==> config.mk <==
export PLATFORM = sky130hd
export DESIGN_NAME = fcu_top
export DESIGN_NICKNAME = d
export VERILOG_FILES = /design/src/design/fcu_pkg.sv /design/src/design/fcu_top.sv /design/src/design/fcu_cmp.sv
export VERILOG_INCLUDE_DIRS = /design/src /design/src/design
export SDC_FILE = /design/constraint.sdc
export NUM_CORES = 1
export LEC_CHECK = 0
export BUFFER_PORTS_ARGS = -buffer_cell sky130_fd_sc_hd__buf_2
export CORE_UTILIZATION = 43
export CTS_CLUSTER_DIAMETER = 40
export DETAILED_ROUTE_END_ITERATION = 6
export PLACE_DENSITY = 0.9
export SYNTH_ARGS = -nofsm -noshare
export SYNTH_HDL_FRONTEND = slang
export SYNTH_SLANG_ARGS = --single-unit
==> constraint.sdc <==
create_clock -name sys_clk -period 1.6 [get_ports sys_clk]
set_input_delay 0.32 -clock sys_clk [delete_from_list [all_inputs] [get_ports sys_clk]]
set_output_delay 0.32 -clock sys_clk [all_outputs]
set_load 0.02 [all_outputs]
==> src/design/fcu_defs.svh <==
`ifndef FCU_DEFS_SVH
`define FCU_DEFS_SVH

// register offsets (byte addresses)
`define FCU_OFS_CTRL 8'h00
`define FCU_OFS_CC 8'h04
`define FCU_OFS_ISTAT 8'h08
`define FCU_OFS_IMASK 8'h0C
`define FCU_OFS_REL 8'h10

// control/status field positions
`define FCU_CTRL_INV_EN 0
`define FCU_CTRL_INV_FLAG 1
`define FCU_CTRL_INV_CAUSE 2

// interrupt status field positions
`define FCU_IRQ_DONE 0
`define FCU_IRQ_INV 1
`define FCU_IRQ_EXC 2

// reset values
`define FCU_RST_CC 8'h00
`define FCU_RST_IMASK 3'h0
`define FCU_RST_INV_EN 1'b0

// operand format codes
`define FCU_FMT_S 5'h10
`define FCU_FMT_D 5'h11
`define FCU_FMT_PS 5'h16

// condition field bit positions
`define FCU_COND_SIG 3
`define FCU_COND_LT 2
`define FCU_COND_EQ 1
`define FCU_COND_UN 0

`endif

==> src/design/fcu_pkg.sv <==
package fcu_pkg;

    typedef struct packed {
        logic snan;
        logic qnan;
        logic unord;
        logic less;
        logic equal;
    } fcu_rel_type;

    typedef enum logic [2:0] {
        FCU_EXC_NONE = 3'h0,
        FCU_EXC_COP_UNUSABLE = 3'h1,
        FCU_EXC_RESERVED = 3'h2,
        FCU_EXC_UNIMPL = 3'h3,
        FCU_EXC_INVALID = 3'h4
    } fcu_exc_type;

    typedef struct packed {
        logic valid;
        logic [4:0] fmt;
        logic [3:0] cond;
        logic [2:0] fp_condition_code_index;
        logic cc_explicit;
        logic [63:0] first_source_fpr;
        logic [63:0] second_source_fpr;
    } fcu_req_type;

    typedef struct packed {
        logic wr;
        logic rd;
        logic [7:0] addr;
        logic [31:0] wdata;
    } fcu_bus_type;

    typedef struct packed {
        logic [7:0] cc;
        logic inv_en;
        logic inv_flag;
        logic inv_cause;
        logic [2:0] istat;
        logic [2:0] imask;
        logic [5:0] last_rel;
        logic [31:0] rdata;
        logic done;
        logic exc_valid;
        fcu_exc_type exc_code;
        logic irq;
    } fcu_state_type;

endpackage

==> src/design/fcu_top.sv <==
// How it works
// - exact compare, no overflow or underflow
// - write result bit, true 1 false 0
// - paired halves to index and index plus one
// - signaling NaN raises invalid, sets flag
// - signaling predicates also trap quiet NaN
// - enabled invalid suppresses write, traps
// - any NaN gives unordered only
// - plus and minus zero compare equal
// - result from less, equal, unordered terms
// - low bits pick eight quiet predicates
// - top bit picks eight signaling predicates
// - paired half exceptions are ORed together
// - unusable, reserved, unimplemented, invalid exceptions
// - implicit index targets condition code zero
//
// Our own choices: the address-and-strobe port and the register addresses.
`timescale 1ns/1ns
`default_nettype none
`include "fcu_defs.svh"

module fcu_top
    import fcu_pkg::*;
(
    input wire logic sys_clk,
    input wire logic rst,
    input wire fcu_req_type req,
    input wire logic cop_usable,
    input wire logic fr_mode_64,
    input wire fcu_bus_type bus,
    output logic [31:0] rdata,
    output logic [7:0] cc_out,
    output logic done,
    output logic exc_valid,
    output fcu_exc_type exc_code,
    output logic irq
);

    fcu_state_type st_r;
    fcu_state_type st_nxt;

    fcu_rel_type rel_d;
    fcu_rel_type rel_s [2];

    logic is_s;
    logic is_d;
    logic is_ps;
    logic [2:0] lo_idx;
    logic [2:0] hi_idx;
    fcu_rel_type lo_rel;
    fcu_rel_type hi_rel;
    logic lo_res;
    logic hi_res;
    logic inv_lo;
    logic inv_hi;
    logic inv_raise;
    fcu_exc_type exc_sel;
    logic [2:0] events;

    // predicate value for one relation set
    function automatic logic pred(input logic [3:0] c, input fcu_rel_type r);
        pred = (c[`FCU_COND_LT] && r.less)
            || (c[`FCU_COND_EQ] && r.equal)
            || (c[`FCU_COND_UN] && r.unord);
    endfunction

    // invalid condition for one relation set
    function automatic logic inv_of(input logic [3:0] c, input fcu_rel_type r);
        inv_of = r.snan
            || (c[`FCU_COND_SIG] && r.qnan);
    endfunction

    fcu_cmp #(
        .W(64),
        .EW(11)
    ) u_cmp_d (
        .a(req.first_source_fpr),
        .b(req.second_source_fpr),
        .rel(rel_d)
    );

    // halves: 0 lower single, 1 upper single
    genvar g;
    generate
        for (g = 0; g < 2; g++) begin : g_half
            fcu_cmp #(
                .W(32),
                .EW(8)
            ) u_cmp_s (
                .a(req.first_source_fpr[32*g +: 32]),
                .b(req.second_source_fpr[32*g +: 32]),
                .rel(rel_s[g])
            );
        end
    endgenerate

    // operation decode and result evaluation
    always_comb begin
        is_s = req.fmt == `FCU_FMT_S;
        is_d = req.fmt == `FCU_FMT_D;
        is_ps = req.fmt == `FCU_FMT_PS;
        // implicit form targets code zero
        lo_idx = req.cc_explicit ? req.fp_condition_code_index : 3'h0;
        hi_idx = lo_idx + 3'h1;
        lo_rel = is_d ? rel_d : rel_s[0];
        hi_rel = rel_s[1];
        // cond low bits choose the predicate, top bit its signaling kind
        lo_res = pred(req.cond, lo_rel);
        hi_res = pred(req.cond, hi_rel);
        inv_lo = inv_of(req.cond, lo_rel);
        inv_hi = is_ps && inv_of(req.cond, hi_rel);
        inv_raise = inv_lo || inv_hi;
        // priority of the exception outcome
        if (!cop_usable) begin
            exc_sel = FCU_EXC_COP_UNUSABLE;
        end else if (!(is_s || is_d || is_ps)) begin
            exc_sel = FCU_EXC_RESERVED;
        end else if (is_ps && !fr_mode_64) begin
            exc_sel = FCU_EXC_UNIMPL;
        end else if (inv_raise && st_r.inv_en) begin
            exc_sel = FCU_EXC_INVALID;
        end else begin
            exc_sel = FCU_EXC_NONE;
        end
    end

    // next state
    always_comb begin
        st_nxt = st_r;
        st_nxt.done = 1'b0;
        st_nxt.exc_valid = 1'b0;
        st_nxt.rdata = 32'h0000_0000;
        events = 3'h0;

        // register reads, data stand next cycle
        if (bus.rd) begin
            case (bus.addr)
                `FCU_OFS_CTRL: begin
                    st_nxt.rdata[`FCU_CTRL_INV_EN] = st_r.inv_en;
                    st_nxt.rdata[`FCU_CTRL_INV_FLAG] = st_r.inv_flag;
                    st_nxt.rdata[`FCU_CTRL_INV_CAUSE] = st_r.inv_cause;
                end
                `FCU_OFS_CC: begin
                    st_nxt.rdata[7:0] = st_r.cc;
                end
                `FCU_OFS_ISTAT: begin
                    st_nxt.rdata[2:0] = st_r.istat;
                    st_nxt.istat = 3'h0;
                end
                `FCU_OFS_IMASK: begin
                    st_nxt.rdata[2:0] = st_r.imask;
                end
                `FCU_OFS_REL: begin
                    st_nxt.rdata[5:0] = st_r.last_rel;
                end
                default: begin
                    st_nxt.rdata = 32'h0000_0000;
                end
            endcase
        end

        // register writes
        if (bus.wr) begin
            case (bus.addr)
                `FCU_OFS_CTRL: begin
                    st_nxt.inv_en = bus.wdata[`FCU_CTRL_INV_EN];
                    st_nxt.inv_flag = bus.wdata[`FCU_CTRL_INV_FLAG];
                    st_nxt.inv_cause = bus.wdata[`FCU_CTRL_INV_CAUSE];
                end
                `FCU_OFS_CC: begin
                    st_nxt.cc = bus.wdata[7:0];
                end
                `FCU_OFS_IMASK: begin
                    st_nxt.imask = bus.wdata[2:0];
                end
                default: begin
                    st_nxt.imask = st_nxt.imask;
                end
            endcase
        end

        // compare issue; hardware updates win over software
        if (req.valid) begin
            st_nxt.done = 1'b1;
            events[`FCU_IRQ_DONE] = 1'b1;
            if (exc_sel == FCU_EXC_NONE || exc_sel == FCU_EXC_INVALID) begin
                st_nxt.last_rel = {hi_rel.less, hi_rel.equal, hi_rel.unord,
                                   lo_rel.less, lo_rel.equal, lo_rel.unord};
                st_nxt.inv_cause = inv_raise;
                if (inv_raise) begin
                    st_nxt.inv_flag = 1'b1;
                    events[`FCU_IRQ_INV] = 1'b1;
                end
            end
            if (exc_sel == FCU_EXC_NONE) begin
                st_nxt.cc[lo_idx] = lo_res;
                if (is_ps) begin
                    st_nxt.cc[hi_idx] = hi_res;
                end
            end else begin
                st_nxt.exc_valid = 1'b1;
                events[`FCU_IRQ_EXC] = 1'b1;
            end
            st_nxt.exc_code = exc_sel;
        end

        // sticky status: set wins over read clear
        st_nxt.istat = st_nxt.istat | events;
        st_nxt.irq = |(st_nxt.istat & st_nxt.imask);
    end

    always_ff @(posedge sys_clk or posedge rst) begin
        if (rst) begin
            st_r.cc <= `FCU_RST_CC;
            st_r.inv_en <= `FCU_RST_INV_EN;
            st_r.inv_flag <= 1'b0;
            st_r.inv_cause <= 1'b0;
            st_r.istat <= 3'h0;
            st_r.imask <= `FCU_RST_IMASK;
            st_r.last_rel <= 6'h00;
            st_r.rdata <= 32'h0000_0000;
            st_r.done <= 1'b0;
            st_r.exc_valid <= 1'b0;
            st_r.exc_code <= FCU_EXC_NONE;
            st_r.irq <= 1'b0;
        end else begin
            st_r <= st_nxt;
        end
    end

    assign rdata = st_r.rdata;
    assign cc_out = st_r.cc;
    assign done = st_r.done;
    assign exc_valid = st_r.exc_valid;
    assign exc_code = st_r.exc_code;
    assign irq = st_r.irq;

endmodule

`default_nettype wire

==> src/design/fcu_cmp.sv <==
`timescale 1ns/1ns
`default_nettype none

module fcu_cmp
    import fcu_pkg::*;
#(
    parameter int W = 32,
    parameter int EW = 8
) (
    input wire logic [W-1:0] a,
    input wire logic [W-1:0] b,
    output fcu_rel_type rel
);

    localparam int FW = W - 1 - EW;

    logic a_nan;
    logic b_nan;
    logic a_zero;
    logic b_zero;
    logic mag_lt;
    logic mag_gt;

    always_comb begin
        a_nan = (&a[W-2:FW]) && (|a[FW-1:0]);
        b_nan = (&b[W-2:FW]) && (|b[FW-1:0]);
        a_zero = ~|a[W-2:0];
        b_zero = ~|b[W-2:0];
        mag_lt = a[W-2:0] < b[W-2:0];
        mag_gt = a[W-2:0] > b[W-2:0];
        // quiet when top fraction bit is set
        rel.snan = (a_nan && !a[FW-1]) || (b_nan && !b[FW-1]);
        rel.qnan = (a_nan && a[FW-1]) || (b_nan && b[FW-1]);
        // exact compare, no rounding path
        rel.unord = a_nan || b_nan;
        rel.equal = 1'b0;
        rel.less = 1'b0;
        if (!rel.unord) begin
            if (a_zero && b_zero) begin
                rel.equal = 1'b1;
            end else if (a[W-1] != b[W-1]) begin
                rel.less = a[W-1];
            end else if (a[W-1]) begin
                rel.less = mag_gt;
                rel.equal = !mag_gt && !mag_lt;
            end else begin
                rel.less = mag_lt;
                rel.equal = !mag_gt && !mag_lt;
            end
        end
    end

endmodule

`default_nettype wire

==> flow_summary_export.csv <==
group,metric,value,unit
status,outcome,"finished, violations left",
status,violations,"design-rule violations, negative setup slack",
sta,setup_tns,-19.44,ns
power_and_ir_drop,power,3590,uW
routing,routedWlPerCell,21.2,microns
routing,wirelength,23400,microns
finish,final_cells,1100,
clock_network,insertion_delay,0.30,ns
hold_path,min_path_type,"input pin to async pin",
grt,grtUsageTotal,35.6,%
sta,hold_ws,0.115,ns
routing,via_count,6867,
grt,antenna_found_initial,0,
grt,grt_overflow,0,
setup_path,crit_path_end,"cc_out[2]",
placement,post-place-cells,1055,
clock_network,cts_tree,"done",
setup_path,crit_required,1.78,ns
synthesis,async_flop_share,100,%
sta,final-hold-violation-count,0,
sta,layout_min_cycle_time,2.87,ns
synthesis,yosys-top-cells-area,"dfrtp_1 19%, ha_1 17%, inv_1 7.0%, buf_4 6.7%, nand2_1 4.3%",
flow_run,cap_violations,0,
placement,io_buffers,185,
placement,placed_area,7210,sq um
setup_path,crit_path_end_kind,"flip-flop",
clock_network,cts_inserted_buffers,5,
setup_path,r2r_cells,5,
setup_path,path_max_fanout,3,
sta,fin_crit_sh,179,%
setup_path,reg2reg_slack,-0.15,ns
power_and_ir_drop,ir_worst_vdd,0.467,mV
floorplan,io_pins,234,
routing,drcViolationCount,2,
finish,num-nets-final,1212,
clock_network,cts_root_buf,"clkbuf_8",
sta,rsz0062_at_grt,"true",
placement,gp_congestion,0.979,
synthesis,synth_top_area_share,19.3,%
placement,dpl.hpwl,14400,microns
floorplan,fp.coreArea,10800,sq um
floorplan,dieArea,11600,sq um
synthesis,syn-cell-area,4800,sq um
setup_path,slowest_stage,"nand4_1",
setup_path,crit_arrival,3.05,ns
sta,slew_headroom,58.5,%
finish,diodes,0,
sta,setup_slack,-1.27,ns
clock_network,cts.sinks,37,
sta,worst_clock_skew,0.00373,ns
synthesis,synth_seq_cells,37,
routing,viasPerCell,6.24,
routing,drtPass1Iterations,7,
clock_network,clk_pin_slew,0.07,ns
setup_path,r2r-start,"st_r[52]",
routing,ant_nets,0,
floorplan,start_util,44.3,%
setup_path,startpoint,"req[60]",
synthesis,synth.distinct_cells,59,
routing,drt_iter0_markers,569,
sta,setup-violations-final,23,
synthesis,ys_seq_area_share,19.3,%
finish,drive_gt1_share,58.8,%
setup_path,crit_chain,"buf_6, buf_4, nor4_1, nand4_1, nor3_2, and2_1, a311o_1, o32ai_2, mux2_4, and3_4, a221o_1",
setup_path,critPathLaunchType,"input pin",
clock_network,htree_levels,2,
sta,tightest_slew,0.619,ns
grt,grt_max_degree,38,
floorplan,die-height,108,microns
synthesis,synthCells,622,
finish,nFillCells,622,
sta,slew_viol_final,0,
synthesis,syn_area_per_cell,7.71,sq um
power_and_ir_drop,leakagePower,0.00411,uW
setup_path,rr_endpoint,"irq",
setup_path,critPathKind,"input pin to flip-flop",
clock_network,ctsHoldBuffers,0,
synthesis,synth_top_cell_by_area,"dfrtp_1",
finish,area_growth_syn_to_layout,78.0,%
floorplan,die-width,108,microns
grt,grt_pass1_vias,6771,
synthesis,synth_ff_type,"dfrtp_1",
synthesis,synth_edf_count,0,
sta,fmax,348,MHz
power_and_ir_drop,powerDensity,420,nW/um^2
clock_network,cts_buffer_depth,2,
synthesis,ys_warn_count,0,
setup_path,slowest_delay,0.45,ns
floorplan,rows,38,
grt,grt_pass1_wl,32200,microns
finish,postLayoutCellArea,8540,sq um
## layer usage
metal  GRT usage, %  routed length [microns]  up-vias  part of all wire, %
li1               -                        -     2903                    -
met1           36.3                     7730     3152                   33
met2           63.6                    11400      586                   49
met3           6.72                     2150      226                  9.2
met4           28.2                     2070        0                  8.9
met5              0                        0        -                    0
## synth_stat cells, types with 9 or more instances
master,n
ha_1,65
inv_1,90
buf_4,43
dfrtp_1,37
nor4_1,28
mux2_2,9
o21ai_0,30
nand2_1,55
nand3_1,25
nor2_1,33
nand4_1,29
nor3_1,16
a21oi_1,40
## final cells by class
| type | instances | area [sq um] | area share [%] |
|---|---|---|---|
| clock buffers | 6 | 72.6 | 0.850 |
| flip-flops and latches | 37 | 926 | 10.8 |
| inverters | 90 | 378 | 4.42 |
| well taps | 140 | 175 | 2.05 |
| repair buffers | 354 | 2440 | 28.5 |
| clock inverters | 2 | 10.0 | 0.117 |
| multi-input cells | 471 | 4540 | 53.2 |
## state kept, by name (all words and copies together), names as in the netlist
register,count
st_r,15
cc_out,8
rdata,8
exc_code,3
done,1
exc_valid,1
irq,1
## placed cells by master, fill, tap and decap left out, types with 8 or more instances in the layout
cell type	count
inv_4	11
inv_2	23
o21ai_0	14
nand4_1	29
a21oi_1	27
nor4_2	17
nand2_1	47
buf_4	161
inv_1	54
nor2_1	28
a221o_1	8
nor4_4	12
o21ai_2	9
conb_1	24
buf_2	154
dfrtp_1	37
nand3_1	20
buf_6	34
nor3_1	9
a21oi_2	12
nor4_1	8
ha_1	24
ha_4	39
## through the flow
step                      utilization [%]  setup slack (ns)
after floorplan                         -            -0.907
after global placement               66.5             -1.39
after detailed placement             66.5             -1.39
after CTS                            74.8            -0.936
after global routing                 78.8             -1.49
final                                78.8             -1.27
## report_power, final
group,internal [uW],total [uW],switching [uW]
logic,883,1890,1010
registers,1000,1060,54.5
clock network,302,642,341
## cell families (layout without fill, tap and decap cells)
kind of cell               Yosys count  in the layout  synth area share (%)
muxes                               15             15                  3.62
xor gates and xnor gates             3              3                 0.548
DFF                                 37             37                  19.3
buffers and inverters              137            452                  14.1
AOI/OAI and AO/OA                  136            136                  19.3
other                                1             24                0.0782
and+or+nand+nor                    228            228                  26.1
adders and majority gates           65             65                  16.9
## worst min path at each step
stage	endpoint	slack, ns	cells after the start
CTS	exc_valid	0.13	3
detailed placement	exc_valid	0.44	3
global placement	done	0.44	3
floorplan	done	0.35	0
global route	exc_valid	0.15	3
finish	exc_valid	0.12	3
## what timing repair did
item,in CTS,in global routing
endpoints found under the setup margin,30,30
gates resized for setup,132,73
pin swaps,41,45
setup buffers,25,17
endpoints found under the hold margin,0,0
## worst max-delay path: cells and delay by family
family	cells	cell delay, ns
muxes	1	0.30
buffers and inverters	2	0.23
and+or+nand+nor	5	1.53
AOI/OAI and AO/OA	3	0.67
Note: power is estimated with default switching activity, not from simulation.
